## config.mk

```make
export PLATFORM = sky130hd
export DESIGN_NAME = scs_clock_control
export DESIGN_NICKNAME = d
export VERILOG_FILES = /design/src/hdl/scs_pkg.sv /design/src/hdl/scs_clock_mux.sv /design/src/hdl/scs_clock_control.sv
export SDC_FILE = /design/constraint.sdc
export NUM_CORES = 1
export LEC_CHECK = 0
export ABC_AREA = 1
export BUFFER_PORTS_ARGS = -buffer_cell sky130_fd_sc_hd__buf_2
export CORE_MARGIN = 5
export CORE_UTILIZATION = 42
export DETAILED_ROUTE_END_ITERATION = 10
export GPL_ROUTABILITY_DRIVEN = 0
export MAX_ROUTING_LAYER = met4
export PLACE_DENSITY = 0.67
export SLEW_MARGIN = 40
export SYNTH_ARGS = -nofsm -noshare
export SYNTH_HDL_FRONTEND = slang
export SYNTH_SLANG_ARGS = --single-unit
```

## constraint.sdc

```tcl
create_clock -name sys_clk -period 2.09 [get_ports sys_clk]
set_input_delay 0.627 -clock sys_clk [delete_from_list [all_inputs] [get_ports sys_clk]]
set_output_delay 0.627 -clock sys_clk [all_outputs]
set_load 0.02 [all_outputs]
```

## src/hdl/scs_pkg.sv

```systemverilog
package scs_pkg;
  // register addresses on the plain port
  localparam logic [1:0] ADDR_OSC_CONTROL = 2'h0;
  localparam logic [1:0] ADDR_CLK_DIVISOR = 2'h1;
  localparam logic [1:0] ADDR_PLL_FEEDBACK = 2'h2;

  // oscillator control field positions
  localparam int CUR_SRC_LSB   = 12;
  localparam int NEW_SRC_LSB   = 8;
  localparam int SRC_LOCK_BIT  = 7;
  localparam int PIN_LOCK_BIT  = 6;
  localparam int PLL_LOCK_BIT  = 5;
  localparam int CLK_FAIL_BIT  = 3;
  localparam int SEC_OSC_BIT   = 1;
  localparam int SWITCH_BIT    = 0;

  // clock divisor field positions
  localparam int RECOVER_BIT   = 15;
  localparam int REDUCE_LSB    = 12;
  localparam int REDUCE_EN_BIT = 11;
  localparam int FRC_POST_LSB  = 8;
  localparam int PLL_POST_LSB  = 6;
  localparam int PLL_PRE_LSB   = 0;

  // source selection codes
  localparam logic [2:0] SRC_FRC        = 3'h0;
  localparam logic [2:0] SRC_FRC_PLL    = 3'h1;
  localparam logic [2:0] SRC_PRIMARY    = 3'h2;
  localparam logic [2:0] SRC_PRI_PLL    = 3'h3;
  localparam logic [2:0] SRC_SECONDARY  = 3'h4;
  localparam logic [2:0] SRC_LOW_POWER_INTERNAL_RC       = 3'h5;
  localparam logic [2:0] SRC_FRC_DIV16  = 3'h6;
  localparam logic [2:0] SRC_FRC_DIVN   = 3'h7;

  // primary mode codes
  localparam logic [1:0] PRI_EXTERNAL   = 2'h0;
  localparam logic [1:0] PRI_CRYSTAL    = 2'h1;
  localparam logic [1:0] PRI_HS_CRYSTAL = 2'h2;

  // switch monitor configuration: switching on, monitor off
  localparam logic [1:0] FCK_SWITCH_ONLY = 2'h1;

  // reset values
  localparam logic [2:0] RST_REDUCE   = 3'h3;
  localparam logic [1:0] RST_PLL_POST = 2'h1;
  localparam logic [4:0] RST_PLL_PRE  = 5'h00;
  localparam logic [2:0] RST_FRC_POST = 3'h0;
  localparam logic [8:0] RST_PLL_FB   = 9'h030;

  localparam logic [8:0] FACTOR_OFFSET = 9'h002;
  localparam logic [3:0] SWITCH_WAIT   = 4'ha;
  localparam logic [1:0] POST_RESERVED = 2'h2;

  typedef struct packed {
    logic        recoverOnInt;
    logic [2:0]  reduceField;
    logic        reduceEnable;
    logic [2:0]  frcPostField;
    logic [1:0]  pllPostField;
    logic [4:0]  pllPreField;
  } scs_divisor_type;

  typedef struct packed {
    logic [5:0]  prescale;   // 2..33, needs six bits
    logic [9:0]  multiplier; // 2..513
    logic [3:0]  postscale;  // 2,4,8
  } scs_pll_cfg_type;
endpackage

```

## src/hdl/scs_clock_mux.sv

```systemverilog
// glitch-free two-stage handover between old and new source selection
module scs_clock_mux (
  input  wire logic       sys_clk,    // system clock
  input  wire logic       reset_n,    // async reset, active low
  input  wire logic [7:0] srcClocks,  // one clock per selection code
  input  wire logic [2:0] selCode,    // requested selection
  input  wire logic [2:0] initCode,   // selection after reset
  output logic            clockOut    // muxed clock
);
  logic [2:0] activeSel_ff;
  logic [7:0] gate_ff;
  logic       loaded_ff;

  // one gate at a time, and a gate moves only while its source is low, so no
  // pulse is shortened; sources are sampled on sys_clk, so sources must be slower
  always_ff @(posedge sys_clk or negedge reset_n) begin
    if (!reset_n) begin
      activeSel_ff <= 3'h0;
      gate_ff      <= 8'h00;
      loaded_ff    <= 1'b0;
    end else if (!loaded_ff) begin
      activeSel_ff <= initCode;
      loaded_ff    <= 1'b1;
    end else if (gate_ff == 8'h00) begin
      if (!srcClocks[activeSel_ff]) begin
        gate_ff <= 8'h01 << activeSel_ff; // open while new source is low
      end
    end else if (selCode != activeSel_ff && !srcClocks[activeSel_ff]) begin
      gate_ff      <= 8'h00; // close old gate while it is low
      activeSel_ff <= selCode;
    end
  end

  assign clockOut = |(srcClocks & gate_ff);
endmodule

```

## src/hdl/scs_clock_control.sv

```systemverilog
// Notes on behaviour
// - instruction clock is source divided by two
// - prescale factor is field plus two
// - multiplier is feedback field plus two
// - postscaler 2, 4, reserved, 8
// - output equals input times M over N1N2
// - three-bit selection code maps eight sources
// - primary mode picks external, crystal, high-speed
// - unprogrammed part starts in programmable-divide RC
// - new-source field loads from configuration, writable
// - source lock bit blocks switching when enabled
// - pin select lock rejects pin-select writes
// - PLL lock status reads locked or timer done; here pllLocked only, while a PLL source is current or new
// - clock fail flag set by monitor, software clears
// - secondary oscillator enable follows its bit
// - switch request set by software, cleared when done
// - recover on interrupt clears reduced speed
// - reduction field divides by two to power
// - reduced speed off forces ratio one to one
// - fast RC postscaler 1..64 then 256
// - current source field reports active source
// - switch waits ready then ten new clocks
//
// Design decisions made here: the register addresses and the plain strobed port.
module scs_clock_control
  import scs_pkg::*;
(
  input  wire logic                   sys_clk,        // system clock, 250 MHz
  input  wire logic                   reset_n,        // async reset, active low
  input  wire logic [1:0]             regAddr,        // register address
  input  wire logic [15:0]            regWdata,       // write data
  input  wire logic                   regWrite,       // write strobe
  input  wire logic                   regRead,        // read strobe
  output logic [15:0]                 regRdata,       // read data, cycle after strobe
  input  wire logic [2:0]             initialSourceConfig, // strap: initial source
  input  wire logic [1:0]             primaryModeConfig,   // strap: primary mode
  input  wire logic [1:0]             switchMonitorConfig, // strap: switch/monitor
  input  wire logic                   unlockHigh,     // unlock done for high byte
  input  wire logic                   unlockLow,      // unlock done for low byte
  input  wire logic [7:0]             srcClocks,      // raw clocks per selection code
  input  wire logic [7:0]             srcReady,       // source ready per code
  input  wire logic                   pllLocked,      // analogue PLL lock
  input  wire logic                   clockFailDetect,// monitor fail pulse
  input  wire logic                   interruptEvent, // any interrupt, one-cycle pulse
  input  wire logic                   newSrcClock,    // raw clock of new source, edges found here
  input  wire logic                   pinSelectWrite, // attempted pin-select write
  output logic                        pinSelectWriteOk, // pin-select write allowed
  output logic                        secondaryOscOn, // secondary oscillator enable
  output logic [2:0]                  activeSource,   // current source code
  output logic [1:0]                  primaryMode,    // primary drive mode
  output logic                        usesPll,        // active source runs via PLL
  output scs_pll_cfg_type             pllCfg,         // PLL factors
  output logic [8:0]                  frcDivide,      // fast RC postscale factor
  output logic [7:0]                  dozeDivide,     // processor clock ratio
  output logic                        instrClkDiv2,   // instruction clock divide marker
  output logic                        systemClock     // glitch-free selected clock
);
  ////////////////////////////////////////////////////////////////////////////
  typedef enum {SW_IDLE, SW_WAIT_READY, SW_COUNT} scs_sw_state_type;

  scs_sw_state_type swState_ff;
  scs_divisor_type  div_ff;
  logic [8:0]       pllFb_ff;
  logic [2:0]       curSrc_ff, newSrc_ff;
  logic             srcLock_ff, pinLock_ff, clkFail_ff, secOsc_ff, switchReq_ff;
  logic             strapTaken_ff, primed_ff, pllLockStat_ff, newSrcClk_ff;
  logic [3:0]       waitCnt_ff;
  logic [15:0]      rdata_ff;
  logic             switchAllowed, wrCtrlHi, wrCtrlLo, wrDiv, wrFb, newEdge;

  function automatic logic [7:0] pow2(input logic [2:0] code);
    pow2 = 8'h01 << code;
  endfunction

  function automatic logic src_has_pll(input logic [2:0] code);
    src_has_pll = (code == SRC_FRC_PLL) || (code == SRC_PRI_PLL);
  endfunction

  ////////////////////////////////////////////////////////////////////////////
  // unlock qualifies each byte of the control register
  assign wrCtrlHi = regWrite && regAddr == ADDR_OSC_CONTROL && unlockHigh;
  assign wrCtrlLo = regWrite && regAddr == ADDR_OSC_CONTROL && unlockLow;
  assign wrDiv    = regWrite && regAddr == ADDR_CLK_DIVISOR;
  assign wrFb     = regWrite && regAddr == ADDR_PLL_FEEDBACK;
  // switching needs enable strap and, in switch-only mode, no source lock
  assign switchAllowed = !switchMonitorConfig[1] &&
                         !(switchMonitorConfig == FCK_SWITCH_ONLY && srcLock_ff);
  assign newEdge = newSrcClock && !newSrcClk_ff;

  ////////////////////////////////////////////////////////////////////////////
  // the initial-source strap is caught once after reset release, not by the reset itself
  always_ff @(posedge sys_clk or negedge reset_n) begin
    if (!reset_n) begin
      strapTaken_ff <= 1'b0;
      primed_ff     <= 1'b0;
    end else begin
      strapTaken_ff <= 1'b1;
      primed_ff     <= strapTaken_ff;
    end
  end

  always_ff @(posedge sys_clk or negedge reset_n) begin
    if (!reset_n) begin
      newSrc_ff <= SRC_FRC_DIVN; // unprogrammed default
    end else if (!strapTaken_ff) begin
      newSrc_ff <= initialSourceConfig;
    end else if (wrCtrlHi) begin
      newSrc_ff <= regWdata[NEW_SRC_LSB +: 3];
    end
  end

  always_ff @(posedge sys_clk or negedge reset_n) begin
    if (!reset_n) begin
      srcLock_ff <= 1'b0;
      pinLock_ff <= 1'b0;
      secOsc_ff  <= 1'b0;
    end else if (wrCtrlLo) begin
      // clearing the lock lets software switch sources again
      srcLock_ff <= regWdata[SRC_LOCK_BIT];
      pinLock_ff <= regWdata[PIN_LOCK_BIT];
      secOsc_ff  <= regWdata[SEC_OSC_BIT];
    end
  end

  // monitor set wins over a software clear in the same cycle
  always_ff @(posedge sys_clk or negedge reset_n) begin
    if (!reset_n) begin
      clkFail_ff <= 1'b0;
    end else if (clockFailDetect) begin
      clkFail_ff <= 1'b1;
    end else if (swState_ff == SW_IDLE && switchReq_ff && newSrc_ff != curSrc_ff) begin
      clkFail_ff <= 1'b0;
    end else if (wrCtrlLo && !regWdata[CLK_FAIL_BIT]) begin
      clkFail_ff <= 1'b0;
    end
  end

  always_ff @(posedge sys_clk or negedge reset_n) begin
    if (!reset_n) begin
      pllLockStat_ff <= 1'b0;
    end else if (swState_ff == SW_IDLE && switchReq_ff && newSrc_ff != curSrc_ff) begin
      pllLockStat_ff <= 1'b0;
    end else begin
      pllLockStat_ff <= pllLocked && (src_has_pll(curSrc_ff) || src_has_pll(newSrc_ff));
    end
  end

  ////////////////////////////////////////////////////////////////////////////
  // switch sequencer
  always_ff @(posedge sys_clk or negedge reset_n) begin
    if (!reset_n) begin
      newSrcClk_ff <= 1'b0;
    end else begin
      newSrcClk_ff <= newSrcClock;
    end
  end

  always_ff @(posedge sys_clk or negedge reset_n) begin
    if (!reset_n) begin
      swState_ff   <= SW_IDLE;
      switchReq_ff <= 1'b0;
      curSrc_ff    <= SRC_FRC_DIVN;
      waitCnt_ff   <= 4'h0;
    end else if (!primed_ff) begin
      curSrc_ff <= initialSourceConfig;
    end else begin
      case (swState_ff)
        SW_IDLE: begin
          if (switchReq_ff) begin
            if (newSrc_ff == curSrc_ff) begin
              switchReq_ff <= 1'b0; // redundant request aborts
            end else begin
              swState_ff <= SW_WAIT_READY;
            end
          end else if (wrCtrlLo && regWdata[SWITCH_BIT] && switchAllowed) begin
            switchReq_ff <= 1'b1;
          end
        end
        SW_WAIT_READY: begin
          waitCnt_ff <= 4'h0;
          if (srcReady[newSrc_ff] && (!src_has_pll(newSrc_ff) || pllLocked)) begin
            swState_ff <= SW_COUNT;
          end
        end
        SW_COUNT: begin
          if (newEdge) begin
            if (waitCnt_ff == SWITCH_WAIT - 4'h1) begin
              curSrc_ff    <= newSrc_ff;
              switchReq_ff <= 1'b0;
              swState_ff   <= SW_IDLE;
            end else begin
              waitCnt_ff <= waitCnt_ff + 4'h1;
            end
          end
        end
        default: swState_ff <= SW_IDLE;
      endcase
    end
  end

  ////////////////////////////////////////////////////////////////////////////
  // divisor and feedback registers
  always_ff @(posedge sys_clk or negedge reset_n) begin
    if (!reset_n) begin
      div_ff <= '{recoverOnInt: 1'b0, reduceField: RST_REDUCE, reduceEnable: 1'b0,
                  frcPostField: RST_FRC_POST, pllPostField: RST_PLL_POST,
                  pllPreField: RST_PLL_PRE};
    end else begin
      if (wrDiv) begin
        div_ff.recoverOnInt <= regWdata[RECOVER_BIT];
        div_ff.reduceField  <= regWdata[REDUCE_LSB +: 3];
        div_ff.frcPostField <= regWdata[FRC_POST_LSB +: 3];
        div_ff.pllPreField  <= regWdata[PLL_PRE_LSB +: 5];
        if (regWdata[PLL_POST_LSB +: 2] != POST_RESERVED) begin
          div_ff.pllPostField <= regWdata[PLL_POST_LSB +: 2]; // reserved code kept out
        end
      end
      // interrupt recovery wins over a write in the same cycle
      if (interruptEvent && div_ff.recoverOnInt) begin
        div_ff.reduceEnable <= 1'b0;
      end else if (wrDiv) begin
        div_ff.reduceEnable <= regWdata[REDUCE_EN_BIT];
      end
    end
  end

  always_ff @(posedge sys_clk or negedge reset_n) begin
    if (!reset_n) begin
      pllFb_ff <= RST_PLL_FB;
    end else if (wrFb) begin
      pllFb_ff <= regWdata[8:0];
    end
  end

  ////////////////////////////////////////////////////////////////////////////
  // read port
  always_ff @(posedge sys_clk or negedge reset_n) begin
    if (!reset_n) begin
      rdata_ff <= 16'h0000;
    end else if (regRead) begin
      case (regAddr)
        ADDR_OSC_CONTROL: begin
          rdata_ff <= 16'h0000;
          rdata_ff[CUR_SRC_LSB +: 3] <= curSrc_ff;
          rdata_ff[NEW_SRC_LSB +: 3] <= newSrc_ff;
          rdata_ff[SRC_LOCK_BIT]     <= srcLock_ff;
          rdata_ff[PIN_LOCK_BIT]     <= pinLock_ff;
          rdata_ff[PLL_LOCK_BIT]     <= pllLockStat_ff;
          rdata_ff[CLK_FAIL_BIT]     <= clkFail_ff;
          rdata_ff[SEC_OSC_BIT]      <= secOsc_ff;
          rdata_ff[SWITCH_BIT]       <= switchReq_ff;
        end
        ADDR_CLK_DIVISOR: begin
          // bit 5 is unimplemented, so the struct does not map straight onto the word
          rdata_ff <= {div_ff.recoverOnInt, div_ff.reduceField, div_ff.reduceEnable,
                       div_ff.frcPostField, div_ff.pllPostField, 1'b0,
                       div_ff.pllPreField};
        end
        ADDR_PLL_FEEDBACK: rdata_ff <= {7'h00, pllFb_ff};
        default:           rdata_ff <= 16'h0000;
      endcase
    end else begin
      rdata_ff <= 16'h0000;
    end
  end
  assign regRdata = rdata_ff;

  ////////////////////////////////////////////////////////////////////////////
  // derived clock configuration
  assign pinSelectWriteOk = pinSelectWrite && !pinLock_ff;
  assign secondaryOscOn   = secOsc_ff;
  assign activeSource     = curSrc_ff;
  // primary mode only matters for primary selections
  assign primaryMode = (curSrc_ff == SRC_PRIMARY || curSrc_ff == SRC_PRI_PLL) ?
                       primaryModeConfig : PRI_EXTERNAL;
  assign usesPll = src_has_pll(curSrc_ff);
  // factors for the analogue loop: Fout = Fin*M/(N1*N2)
  assign pllCfg.prescale   = {1'b0, div_ff.pllPreField} + FACTOR_OFFSET[5:0];
  assign pllCfg.multiplier = {1'b0, pllFb_ff} + {1'b0, FACTOR_OFFSET};
  assign pllCfg.postscale  = (div_ff.pllPostField == 2'h3) ? 4'h8 :
                             (div_ff.pllPostField == 2'h1) ? 4'h4 : 4'h2;
  // 7 selects 256, not 128
  assign frcDivide  = (div_ff.frcPostField == 3'h7) ? 9'h100 :
                      {1'b0, pow2(div_ff.frcPostField)};
  assign dozeDivide = div_ff.reduceEnable ? pow2(div_ff.reduceField) : 8'h01;
  assign instrClkDiv2 = 1'b1; // instruction clock is system clock over two

  scs_clock_mux u_mux (
    .sys_clk   (sys_clk),
    .reset_n   (reset_n),
    .srcClocks (srcClocks),
    .selCode   (curSrc_ff),
    .initCode  (initialSourceConfig),
    .clockOut  (systemClock)
  );

  ////////////////////////////////////////////////////////////////////////////
  chk_switch_clears: assert property (@(posedge sys_clk) disable iff (!reset_n)
    (swState_ff == SW_COUNT && newEdge && waitCnt_ff == SWITCH_WAIT - 4'h1) |=>
      (!switchReq_ff && curSrc_ff == $past(newSrc_ff)))
    else $error("switch did not complete");
  chk_pin_lock_gate: assert property (@(posedge sys_clk) disable iff (!reset_n)
    pinLock_ff |-> !pinSelectWriteOk)
    else $error("pin select write passed while locked");
  chk_recover_int: assert property (@(posedge sys_clk) disable iff (!reset_n)
    (interruptEvent && div_ff.recoverOnInt) |=> (dozeDivide == 8'h01))
    else $error("interrupt did not restore ratio");
  chk_fail_sticks: assert property (@(posedge sys_clk) disable iff (!reset_n)
    clockFailDetect |=> clkFail_ff)
    else $error("clock fail lost");
  chk_locked_noswitch: assert property (@(posedge sys_clk) disable iff (!reset_n)
    (switchMonitorConfig == FCK_SWITCH_ONLY && srcLock_ff && !switchReq_ff)
      |=> !switchReq_ff)
    else $error("switch request while source locked");
  chk_pre_factor: assert property (@(posedge sys_clk) disable iff (!reset_n)
    pllCfg.prescale == {1'b0, div_ff.pllPreField} + 6'h02)
    else $error("prescale factor wrong");
  chk_post_reserved: assert property (@(posedge sys_clk) disable iff (!reset_n)
    div_ff.pllPostField != POST_RESERVED)
    else $error("reserved postscale stored");
  chk_doze_ratio: assert property (@(posedge sys_clk) disable iff (!reset_n)
    !div_ff.reduceEnable |-> dozeDivide == 8'h01)
    else $error("ratio not forced");
  chk_redundant_abort: assert property (@(posedge sys_clk) disable iff (!reset_n)
    (primed_ff && swState_ff == SW_IDLE && switchReq_ff && newSrc_ff == curSrc_ff)
      |=> !switchReq_ff)
    else $error("redundant switch not aborted");
  chk_start_clears: assert property (@(posedge sys_clk) disable iff (!reset_n)
    (swState_ff == SW_IDLE && switchReq_ff && newSrc_ff != curSrc_ff && !clockFailDetect)
      |=> (!clkFail_ff && !pllLockStat_ff))
    else $error("status not cleared at switch start");
  chk_new_source: assert property (@(posedge sys_clk) disable iff (!reset_n)
    (strapTaken_ff && wrCtrlHi) |=> newSrc_ff == $past(regWdata[NEW_SRC_LSB +: 3]))
    else $error("new source write lost");
  chk_low_refused: assert property (@(posedge sys_clk) disable iff (!reset_n)
    (regWrite && regAddr == ADDR_OSC_CONTROL && !unlockLow) |=> $stable(pinLock_ff))
    else $error("unqualified low byte write took effect");
  chk_ready_wait: assert property (@(posedge sys_clk) disable iff (!reset_n)
    (swState_ff == SW_WAIT_READY && src_has_pll(newSrc_ff) && !pllLocked)
      |=> swState_ff == SW_WAIT_READY)
    else $error("switch left wait before lock");
  chk_prescale_top: assert property (@(posedge sys_clk) disable iff (!reset_n)
    div_ff.pllPreField == 5'h1f |-> pllCfg.prescale == 6'h21)
    else $error("prescale 33 lost");
endmodule

```

After elaboration in Yosys (flattened, before gate mapping)
Index checks and enable logic that the tools add are counted.
- add/subtract/negate cells: 3
- multipliers: 0
- div/mod/pow operators: 0
- magnitude comparators: 2
- equal/unequal tests: 31
- shifts and indexed selects: 3
- multiplexer cells: 44
- bitwise operators: 1
- reductions and logical operators: 47
- operators with widths (operator ; number):
    $mux W32 ; 5
    $pmux W32 S3 ; 1
    $logic_not A32 Y1 ; 2
    $pmux W16 S3 ; 1
    $eq A32 B1 Y1 const B ; 1
    $eq A32 B2 Y1 const B ; 1
    $mux W8 ; 4
    $mux W3 ; 10
    $shl A1 B3 Y8 const A ; 3
    $ne A2 B2 Y1 const B ; 11
    $logic_and A1 B1 Y1 ; 18
    $mux W16 ; 1
    $mux W1 ; 13
    $mux W4 ; 3
    $add A9 B2 Y10 const B ; 1
    $eq A3 B2 Y1 const B ; 3
    $mux W9 ; 1
    $and A8 B8 Y8 ; 1
    $logic_not A8 Y1 ; 1
    $lt A3 B4 Y1 const B ; 2
    $pmux W4 S2 ; 1
    $reduce_and A4 Y1 ; 2
    $reduce_bool A2 Y1 ; 4
    $reduce_or A8 Y1 ; 1
    20 further kinds ; 40
- register bits: 102
- bits in latches: 0
- memory bits (writable): 0
- memory bits (read-only): 0
- bits of input ports: 52
- memories kept: 0

Depth between registers and ports, before layout
Gate-level depths: netlist of the first run.
- depth in word-level cells: 8
- gate-level depth with buffers: 11
- mapped depth without buffers: 10

By module
A second synthesis of the first run with hierarchy kept.
- cells, all modules: 507
- area, all modules: 4045.1 sq um
- by module, submodules not included (module ; instances ; cells each ; area each (sq um) ; sequential area each (sq um)):
    scs_clock_control ; 1 ; 377 ; 3106.7 ; 1540.2
    scs_clock_mux ; 1 ; 130 ; 938.4 ; 300.3

Worst setup path before layout of the first run
Ideal clock, no wire load.
- path type: register -> output
- start: register pllFb_ff[5]
- end: output port pllCfg[12] (netlist bit)
- data arrival time: 1.334 ns
- required time: 1.463 ns
- path slack: 0.129 ns
- cell stages (with the launch flop): 5
- path buffers: 0
- cells stage by stage: dfstp_2 > inv_1 > nor3_1 > nand3_1 > xor2_1
- RTL lines (what ; RTL line ; source):
    from (decl) ; scs_clock_control.sv:63 ; logic [8:0] pllFb_ff;
    from (signal assigned) ; scs_clock_control.sv:231 ; pllFb_ff <= regWdata[8:0];
    to (decl) ; scs_clock_control.sv:52 ; output scs_pll_cfg_type pllCfg,

==> Flow_metrics.wiki, run 1 <==
{| class="wikitable"
! Metric !! Value
|-
| Failing checks || negative setup slack
|-
| Final number of max-transition violations || 0
|-
| Total via count after detailed routing || 3672
|-
| Via count of the first global-routing pass || 3682
|-
| Path class of the lowest-slack min-delay path || in -> async
|-
| Number of vias per cell after detailed routing || 4.832
|-
| Floorplan die width || 107.2 um
|-
| Critical path startpoint category || flop
|-
| Area of the mapped netlist || 3969 sq um
|-
| Level count of the clock H-tree || 3
|-
| Count of nets after finishing || 682
|-
| Layout-stage area growth over the synthesis result || 23.86%
|-
| Register cell area after layout || 1818 sq um
|-
| Maximum number of pins on one net before global-route repair || 73
|-
| Flip-flop cell with the highest count after synthesis || dfrtp_1
|-
| Classification of the worst setup path || reg -> out
|-
| Wire length of the first global-routing pass || 17.44 mm
|-
| Clock transition time at the flip-flop clock pins of the worst setup and hold paths || 0.08 ns
|-
| Remaining global-route overflow || 0
|-
| Peak VDD IR || 0.3910 mV
|-
| Starting density of the core || 0.4295
|-
| Share of total power in the clock network || 0.195
|-
| First-pass iteration count of the detailed router || 5
|-
| Ratio of cells with drive above 1 in the final layout || 0.3011
|-
| Unique masters post-synth || 38
|-
| TritonCTS clock tree || yes
|-
| Area used by multi-input combinational logic || 1793 sq um
|-
| Post-layout total power || 5.143 mW
|-
| Peak clock frequency supported by timing || 445.9 MHz
|-
| Core Rows || 35
|-
| Clock period minus final worst setup slack || 2.243 ns
|-
| Clock buffer count from CTS || 9
|-
| Max Fanout on Critical Path || 5
|-
| Number of buffers inserted for hold repair after clock tree synthesis || 0
|-
| Proportion of register bits with asynchronous set or reset after synthesis || 1.000
|-
| RSZ-0062 raised after global routing || true
|-
| Power per cell area || 1046 nW/um^2
|-
| GR Layer Usage met1 || 0.2394
|-
| Placed wire-length estimate || 7.996 mm
|-
| Setup violators final || 5
|-
| Clock latency on the worst-skew pair || 0.35 ns
|-
| Clock Skew || 0.01405 ns
|-
| Part of the power in registers || 0.390
|-
| Die span in y || 107.2 um
|-
| Flip-flop and latch count after synthesis || 72
|-
| Input/output buffers || 111
|-
| Antenna violations before repair || 0
|-
| ANT cells || 0
|-
| Cell Int Power || 2.946 mW
|-
| Number of instances in the synthesized netlist || 510
|-
| Maximum clock insertion buffer count || 2
|-
| Number of synthesized flops with an enable pin || 0
|-
| Placeable core region || 9240 sq um
|-
| I/O pin total || 115
|-
| GR Util met2 || 0.3266
|-
| Result of the run || finished with violations
|-
| NetSw || 2.197 mW
|-
| Number of design rule violations left after detail routing || 0
|-
| Number of clock sinks seen by CTS || 72
|-
| Mapped Avg Cell Area || 7.782 sq um
|-
| Design area || 4916 sq um
|-
| Part of the total power dissipated in combinational logic || 0.415
|-
| Data arrival time of the critical path || 1.62 ns
|-
| Fillers || 898
|-
| Busiest grt layer || met2
|-
| Leakage power summed over all cells || 2.691 nW
|-
| Final WS setup || -0.1526 ns
|-
| Max cap viols || 0
|-
| Aggregate global-route resource usage || 0.1958
|-
| Commonest non-fill, non-tap cell in the layout || nand2_1
|-
| Die Outline Area || 11490 sq um
|-
| Kind of end point of the critical path || output pin
|-
| Routed len/inst || 13.86 um
|-
| Post-Place Cell Area || 4633 sq um
|-
| Detail Route Antenna Nets || 0
|-
| Final worst path period share || 1.073
|-
| Met3 track demand over resource in global routing || 0.03733
|-
| Worst hold margin || 0.2772 ns
|-
| Leading cell types in the layout, fill and taps excluded || nand2_1 (136), buf_2 (104), inv_1 (70)
|-
| Yosys warning count || 0
|-
| Final Hold Violating Endpoints || 0
|-
| Switching power as a share of total power || 0.4272
|-
| Portion of the post-synthesis area used by sequential elements || 0.4574
|-
| WP data required || 1.46 ns
|-
| DRC violation total after the first TritonRoute iteration || 143
|-
| Routed wire length || 10.54 mm
|-
| Clock Tree Root || clkbuf_8
|}
[flip-flops by register name, indices dropped and copies added (netlist names), 2 cells and up]
signal	flops
activeSource	3
div_ff	15
newSrc_ff	3
pllFb_ff	9
regRdata	16
swState_ff	2
u_mux.activeSel_ff	3
u_mux.gate_ff	8
waitCnt_ff	4
[final timing paths]
check / from / end / slack [ns] / cells after the start
worst min register to register: u_mux.gate_ff[0]$_DFFE_PN0P_ / u_mux.gate_ff[0]$_DFFE_PN0P_ / 0.48 / 2
worst max register to register: waitCnt_ff[1]$_DFFE_PN0P_ / activeSource[0]$_DFFE_PN1P_ / 0.53 / 8
worst min-delay path: reset_n / div_ff[2]$_DFFE_PN0P_ / 0.28 / 2
worst max-delay path: pllFb_ff[5]$_DFFE_PN1P_ / pllCfg[12] / -0.15 / 5
max in group asynchronous: reset_n / activeSource[0]$_DFFE_PN1P_ / 1.45 / 2
min in group sys_clk: newSrcClock / newSrcClk_ff$_DFF_PN0_ / 0.41 / 1
[stage by stage]
step / utilization / worst slack (ns) / TNS, ns / instances
floorplan: - / 0.1292 / 0 / 512
global placement: 0.5014 / 0.1204 / 0 / 740
detailed placement: 0.5014 / 0.03294 / 0 / 740
CTS: 0.5305 / -0.1604 / -0.4651 / 759
global route: 0.5320 / -0.2072 / -0.7805 / 760
finish: 0.5320 / -0.1526 / -0.5072 / 760
[cell families after synthesis]
kind of cell,share of synthesized area
mux,0.002522
xor+xnor,0.03247
compound gates,0.1031
simple gates,0.2837
other cells,0.001892
flops,0.4574
fa+ha+maj,0.01261
buf+inv,0.1062
[cell usage after synthesis (6+ instances only)]
| master | number | area [sq um] |
|---|---|---|
| inv_2 | 7 | 26.28 |
| a21oi_1 | 6 | 30.03 |
| buf_4 | 6 | 45.04 |
| o21ai_0 | 31 | 155.2 |
| o21ai_1 | 7 | 35.03 |
| o211ai_1 | 8 | 60.06 |
| dfrtp_1 | 61 | 1526 |
| nor2_1 | 40 | 150.1 |
| dfstp_2 | 11 | 289.0 |
| o22ai_1 | 10 | 62.56 |
| nand2_2 | 8 | 50.05 |
| nor3_1 | 15 | 75.07 |
| xor2_1 | 9 | 78.83 |
| inv_1 | 73 | 274.0 |
| nand2_1 | 136 | 510.5 |
| nand3_1 | 26 | 130.1 |
| nand4_1 | 10 | 62.56 |
[layout make-up]
class / count / area share
timing repair buffer: 119 / 0.1313
clock buffer: 14 / 0.03309
sequential: 72 / 0.3698
multi-input combinational: 341 / 0.3647
inverter: 83 / 0.06541
clock inverter: 2 / 0.002800
tap: 129 / 0.03283
[critical path, stage by stage, from the launching register on]
cell,delay [ns]
dfstp_2,0.53
inv_1,0.12
nor3_4,0.20
nand3_2,0.10
xor2_1,0.15
buf_4,0.16
[per-layer routing]
layer  share of wire  vias up  wire length [um]
li1                -     1847                 -
met1            0.43     1723              4546
met2            0.51       87              5339
met3           0.046       15               489
met4           0.015        0               162
met5               0        -                 0
[power by group through the flow]
stage	logic, mW	clock network, mW	registers [mW]
floorplan	1.66	0	1.92
global placement	2.04	0	2.01
detailed placement	2.08	0	2.02
CTS	2.13	1.03	2.00
global route	2.41	1.09	2.05
finish	2.14	1.00	2.00
[what timing repair did]
| action | in CTS | in global routing |
|---|---|---|
| pin swaps | 4 | 1 |
| setup endpoints to repair | 6 | 9 |
| gates resized for setup | 18 | 5 |
| endpoints found under the hold margin | 0 | 0 |
| setup buffers | 3 | 1 |
Power figures use the tool's default switching activity.
==> run 2: changes to the inputs <==
- CELL_PAD_IN_SITES_DETAIL_PLACEMENT: default -> 1
- CELL_PAD_IN_SITES_GLOBAL_PLACEMENT: default -> 1
- CORE_UTILIZATION: 42 -> 37
- HOLD_SLACK_MARGIN: default -> 0.02
- PLACE_DENSITY: 0.67 -> default
- PLACE_DENSITY_LB_ADDON: default -> 0.1
==> run 2 against run 1 <==
The run still ends with negative setup slack left. Critical path depth unchanged. Clock-buffer cell count down 3. Sequential share of layout area down 0.69 points. Clock power up 24%. Fmax down 0.49%. Largest power group unchanged. Highest routed layer unchanged.
==> Flow_metrics.wiki, run 2 (same netlist as run 1, synthesis figures left out) <==
{| class="wikitable"
! Metric !! Value
|-
| Result of the run || finished with violations
|-
| Failing checks || negative setup slack
|-
| Clock transition time at the flip-flop clock pins of the worst setup and hold paths || 0.08 ns
|-
| Max cap viols || 0
|-
| Total via count after detailed routing || 3779
|-
| Part of the power in registers || 0.369
|-
| Pre-CTS worst setup slack || 0.05629 ns
|-
| GR Util met2 || 0.3129
|-
| Register cell area after layout || 1821 sq um
|-
| Number of design rule violations left after detail routing || 0
|-
| Leading cell types in the layout, fill and taps excluded || nand2_1 (136), buf_2 (105), inv_1 (71)
|-
| Worst reg-to-reg setup slack || 0.46 ns
|-
| Number of buffers inserted for hold repair after clock tree synthesis || 0
|-
| Antenna violations before repair || 3
|-
| Leakage power summed over all cells || 2.721 nW
|-
| Final Hold Violating Endpoints || 0
|-
| Cell Int Power || 3.158 mW
|-
| Floorplan die width || 113.6 um
|-
| Final number of max-transition violations || 0
|-
| Post-layout total power || 5.483 mW
|-
| Detail Route Antenna Nets || 0
|-
| Clock buffer count from CTS || 9
|-
| Number of vias per cell after detailed routing || 4.901
|-
| Clock latency on the worst-skew pair || 0.34 ns
|-
| Maximum clock insertion buffer count || 2
|-
| Setup violators final || 4
|-
| Placed wire-length estimate || 9.389 mm
|-
| Delay of the slowest cell on the worst path || 0.54 ns
|-
| Input/output buffers || 111
|-
| Final WS setup || -0.1636 ns
|-
| Level count of the clock H-tree || 3
|-
| Power per cell area || 1093 nW/um^2
|-
| Path class of the lowest-slack min-delay path || in -> async
|-
| Met3 track demand over resource in global routing || 0.02653
|-
| Placed insts || 747
|-
| WP data required || 1.46 ns
|-
| Data arrival time of the critical path || 1.63 ns
|-
| TritonCTS clock tree || yes
|-
| Via count of the first global-routing pass || 4034
|-
| DRC violation total after the first TritonRoute iteration || 247
|-
| Final sum of negative setup slack || -0.3756 ns
|-
| Switching power as a share of total power || 0.4239
|-
| Aggregate global-route resource usage || 0.1964
|-
| Count of nets after finishing || 683
|-
| Part of the total power dissipated in combinational logic || 0.405
|-
| Die Outline Area || 12900 sq um
|-
| Number of clock sinks seen by CTS || 72
|-
| First-pass iteration count of the detailed router || 5
|-
| Critical path, cell by cell || inv_1 -> nor3_4 -> nand3_1 -> xor2_1 -> buf_4
|-
| Clock Tree Root || clkbuf_8
|-
| Routed wire length || 12.31 mm
|-
| Die span in y || 113.6 um
|-
| Ratio of cells with drive above 1 in the final layout || 0.3101
|-
| Final worst path period share || 1.078
|-
| Area used by multi-input combinational logic || 1813 sq um
|-
| Cell at the slowest stage of the critical path || dfstp_2
|-
| Kind of end point of the critical path || output pin
|-
| Clock period minus final worst setup slack || 2.254 ns
|-
| Clock Skew || 0.009557 ns
|-
| Fillers || 1326
|-
| Wire length of the first global-routing pass || 19.82 mm
|-
| Core Rows || 37
|-
| Busiest grt layer || met2
|-
| Peak clock frequency supported by timing || 443.7 MHz
|-
| Routed len/inst || 15.96 um
|-
| GR Layer Usage met1 || 0.2573
|-
| Commonest non-fill, non-tap cell in the layout || nand2_1
|-
| Peak VDD IR || 0.4649 mV
|-
| Share of total power in the clock network || 0.226
|-
| Remaining global-route overflow || 0
|-
| Starting density of the core || 0.3810
|-
| Layout-stage area growth over the synthesis result || 26.39%
|-
| Max reg flops || 16
|-
| Cell Count, Final, Fillers Out || 771
|-
| Classification of the worst setup path || reg -> out
|-
| Core occupancy in the finished layout || 0.4816
|-
| Placeable core region || 10420 sq um
|-
| I/O pin total || 115
|-
| Maximum number of pins on one net before global-route repair || 73
|-
| RSZ-0062 raised after global routing || true
|-
| NetSw || 2.324 mW
|-
| Critical path startpoint category || flop
|-
| Max Fanout on Critical Path || 5
|}
run 2: cell types whose count changed in the layout (fill, tap and decap cells not counted), moves of 2 or more:
cell / delta
dfrtp_2: +2
clkbuf_1: -2
dfrtp_1: -2
diode_2: +3
bufinv_16: +2
run 2: repair_timing:
action | 4_1_cts | 5_1_grt
setup endpoints to repair | 5 | 11
gates resized for setup | 16 | 9
endpoints found under the hold margin | 0 | 0
buffers inserted | 2 | 3
pin swaps | 3 | 0
run 2: final cells by class:
type | instances | share of cell area
Antenna cell | 3 | 0.001497
Tap cell | 136 | 0.03392
Multi-Input combinational cell | 341 | 0.3614
Timing Repair Buffer | 120 | 0.1322
Clock inverter | 5 | 0.01621
Sequential cell | 72 | 0.3629
Inverter | 83 | 0.06361
Clock buffer | 11 | 0.02819
run 2: power groups by stage:
stage                     combinational, mW  sequential, mW  clock [mW]
after floorplan                        1.66            1.92           0
after global routing                   2.49            2.07        1.33
after CTS                              2.20            2.02        1.28
after global placement                 2.09            2.03           0
final                                  2.22            2.02        1.24
after detailed placement               2.15            2.04           0
run 2: through the flow:
stage | hold slack [ns] | instance area (sq um)
floorplan | 0.3314 | 3976
global placement | 0.4528 | 4654
detailed placement | 0.4688 | 4654
CTS | 0.3103 | 4951
global route | 0.3191 | 5016
finish | 0.3054 | 5016
run 2: path summary, 6_finish.rpt:
kind	from	endpoint	cells after the start
max	pllFb_ff[5]$_DFFE_PN1P_	pllCfg[12]	5
min	reset_n	regRdata[4]$_DFF_PN0_	2
max reg2reg	u_mux.activeSel_ff[0]$_DFFE_PN0P_	u_mux.gate_ff[5]$_DFFE_PN0P_	9
min reg2reg	div_ff[14]$_DFFE_PN0P_	div_ff[10]$_DFFE_PN0P_	1
max in group asynchronous	reset_n	activeSource[2]$_DFFE_PN1P_	2
min in group sys_clk	newSrcClock	newSrcClk_ff$_DFF_PN0_	1
run 2: per-layer routing:
layer	wire (um)	share of wire	up-vias
li1	-	-	1852
met1	5714	0.46	1817
met2	5830	0.47	95
met3	551	0.045	15
met4	212	0.017	0
met5	0	0	-
run 2: critical path: cells and delay by family, from the launching register on:
kind,cells,cell delay (ns)
flip-flops,1,0.54
AND/OR/NAND/NOR,2,0.30
buffers and inverters,2,0.29
XOR/XNOR,1,0.16
==> run 3: changes to the inputs <==
- ABC_AREA: 1 -> default
- CORE_UTILIZATION: 37 -> 30
==> run 3 against run 2 <==
The run still ends with negative setup slack left. Clock skew is essentially flat. Synthesized cell count fell by 30%. Register-to-register slack worse by 0.36 ns. Worst setup slack improved by 0.085 ns. Routed wire length down 5.4%. Cell area is 1.7% higher. Clock power increased by 23%. Critical path depth fell by 1. Fmax increased by 3.9%. Final cell count down 13%. Flip-flop and latch count unchanged. Critical path type unchanged. Critical endpoint unchanged.
==> Flow_metrics.wiki, run 3 <==
{| class="wikitable"
! Metric !! Value
|-
| Aggregate global-route resource usage || 0.1642
|-
| Path class of the lowest-slack min-delay path || in -> async
|-
| Count of nets after finishing || 547
|-
| Peak VDD IR || 0.6796 mV
|-
| Delay of the slowest cell on the worst path || 0.56 ns
|-
| Routed len/inst || 17.43 um
|-
| Share of the synthesized area in the top cell type || 0.3964
|-
| Classification of the worst setup path || reg -> out
|-
| Final number of max-transition violations || 0
|-
| Number of buffers inserted for hold repair after clock tree synthesis || 0
|-
| Unique masters post-synth || 55
|-
| Wire length of the first global-routing pass || 18.32 mm
|-
| Cell Count, Final, Fillers Out || 668
|-
| Number of vias per cell after detailed routing || 4.781
|-
| RSZ-0062 raised after global routing || true
|-
| Routed wire length || 11.64 mm
|-
| Top area cells in the synthesized netlist || dfrtp_1 (40%), dfstp_2 (7.5%), mux2_2 (6.4%)
|-
| Pre-CTS worst setup slack || -0.1545 ns
|-
| Yosys warning count || 0
|-
| Flip-flop and latch count after synthesis || 72
|-
| R2R depth || 5
|-
| Area leader, netlist || dfrtp_1
|-
| Clock buffer count from CTS || 9
|-
| Max reg flops || 16
|-
| Critical path startpoint category || flop
|-
| Crit Reg-Reg Startpoint || u_mux.activeSel_ff[1]$_DFFE_PN0P_
|-
| Number of synthesized flops with an enable pin || 0
|-
| Total via count after detailed routing || 3194
|-
| Worst hold margin || 0.2519 ns
|-
| Commonest non-fill, non-tap cell in the layout || buf_2
|-
| Number of instances in the synthesized netlist || 359
|-
| I/O pin total || 115
|-
| Placeable core region || 12620 sq um
|-
| Final WS setup || -0.07898 ns
|-
| Remaining global-route overflow || 0
|-
| Maximum clock insertion buffer count || 2
|-
| Ratio of cells with drive above 1 in the final layout || 0.4242
|-
| Leakage power summed over all cells || 2.489 nW
|-
| Clock transition time at the flip-flop clock pins of the worst setup and hold paths || 0.06 ns
|-
| Critical path, cell by cell || and4_1 -> nand4_1 -> xnor2_1 -> buf_4
|-
| Synth cell count leaders || dfrtp_1 (61), nor2_1 (28), mux2i_1 (23)
|-
| Kind of end point of the critical path || output pin
|-
| Worst slew margin || 0.6355
|-
| Failing checks || negative setup slack
|-
| Cell at the slowest stage of the critical path || dfstp_2
|-
| Result of the run || finished with violations
|-
| Most repeated cell in the gate-level netlist after synthesis || dfrtp_1
|-
| Placed insts || 643
|-
| Clock latency on the worst-skew pair || 0.34 ns
|-
| Layout-stage area growth over the synthesis result || 32.46%
|-
| Number of design rule violations left after detail routing || 0
|-
| Final sum of negative setup slack || -0.2650 ns
|-
| TritonCTS clock tree || yes
|-
| Starting density of the core || 0.3052
|-
| Mapped Avg Cell Area || 10.73 sq um
|-
| Setup violators final || 4
|-
| Clock Tree Root || clkbuf_16
|-
| Leading cell types in the layout, fill and taps excluded || buf_2 (105), dfrtp_1 (61), buf_4 (39)
|-
| Antenna violations before repair || 1
|-
| Detail Route Antenna Nets || 0
|-
| Transition time of the tightest slew-check pin || 0.5408 ns
|-
| Input/output buffers || 111
|-
| Via count of the first global-routing pass || 3515
|-
| Flip-flop cell with the highest count after synthesis || dfrtp_1
|-
| Proportion of register bits with asynchronous set or reset after synthesis || 1.000
|-
| Core Rows || 41
|-
| Final Hold Violating Endpoints || 0
|-
| Data arrival time of the critical path || 1.54 ns
|-
| Floorplan die width || 123.3 um
|-
| First-pass iteration count of the detailed router || 4
|-
| Power per cell area || 1116 nW/um^2
|-
| Portion of the post-synthesis area used by sequential elements || 0.4714
|-
| Clock period minus final worst setup slack || 2.169 ns
|-
| Die Outline Area || 15200 sq um
|-
| Placed wire-length estimate || 8.969 mm
|-
| Maximum number of pins on one net before global-route repair || 37
|-
| Peak clock frequency supported by timing || 461.0 MHz
|-
| WP data required || 1.46 ns
|-
| Fillers || 1469
|-
| Max cap viols || 0
|-
| Number of clock sinks seen by CTS || 72
|-
| Die span in y || 123.3 um
|-
| Crit path launch || pllFb_ff[4]$_DFFE_PN1P_
|-
| Max Fanout on Critical Path || 4
|-
| Clock Skew || 0.009875 ns
|-
| Final worst path period share || 1.038
|-
| DRC violation total after the first TritonRoute iteration || 122
|-
| Post-layout total power || 5.691 mW
|-
| Area of the mapped netlist || 3851 sq um
|-
| Level count of the clock H-tree || 3
|}
## run 3: power by group
part | internal (mW) | switching, mW | total [mW]
clock | 0.912 | 0.603 | 1.52
combinational | 1.03 | 1.09 | 2.12
sequential | 1.69 | 0.361 | 2.05
## run 3: critical path, delay by kind of cell, from the launching register on
kind                   cells  cell delay, ns
flip-flops                 1            0.56
XOR/XNOR                   1            0.18
buffers and inverters      1            0.17
AND/OR/NAND/NOR            2            0.30
## run 3: metal layers
metal,share of wire,global-route usage,vias to the layer above,routed length [um]
met2,0.50,0.2657,67,5785
met1,0.44,0.1972,1581,5069
met4,0.016,0.05467,0,191
met5,0,-,-,0
met3,0.051,0.04758,17,595
li1,-,-,1529,-
## run 3: area by class of cell
type	count	area (sq um)	share of cell area
antenna	1	2.502	0.0004906
clock buffer	9	225.2	0.04415
clock inverter	6	61.31	0.01202
inverter	12	45.04	0.008830
multi-input combinational	250	1878	0.3682
sequential	72	1815	0.3559
tap	172	215.2	0.04219
timing repair buffer	146	858.3	0.1683
## run 3: timing repair
action                                  4_1_cts  5_1_grt
setup buffers                                 3        6
hold endpoints to repair                      0        0
resized for setup                             6        4
pin swaps                                     3        3
endpoints found under the setup margin        5        8
## run 3: cells by family (layout without fill, tap and decap cells)
logic type                 Yosys count  in the layout  share of synthesized area
muxes                               55             55                     0.1709
xor gates and xnor gates            14             14                    0.03184
AOI/OAI and AO/OA                   55             55                    0.09552
DFF                                 72             72                     0.4714
and+or+nand+nor                    118            118                     0.1667
other                                2              5                   0.001950
adders and majority gates            4              4                    0.01300
buffers and inverters               39            173                    0.04873
## run 3: per-stage QoR
| stage | utilization | area, sq um |
|---|---|---|
| after floorplan | - | 3859 |
| after global placement | 0.3732 | 4710 |
| after detailed placement | 0.3732 | 4710 |
| after CTS | 0.3989 | 5034 |
| after global routing | 0.4042 | 5101 |
| final | 0.4042 | 5101 |
## run 3: final timing paths
kind	end	slack, ns
max in group asynchronous	div_ff[11]$_DFFE_PN1P_	1.20
max	pllCfg[12]	-0.08
min reg2reg	div_ff[10]$_DFFE_PN0P_	0.48
max reg2reg	u_mux.activeSel_ff[1]$_DFFE_PN0P_	0.10
min	secondaryOscOn$_DFFE_PN0N_	0.25
min in group sys_clk	newSrcClk_ff$_DFF_PN0_	0.43
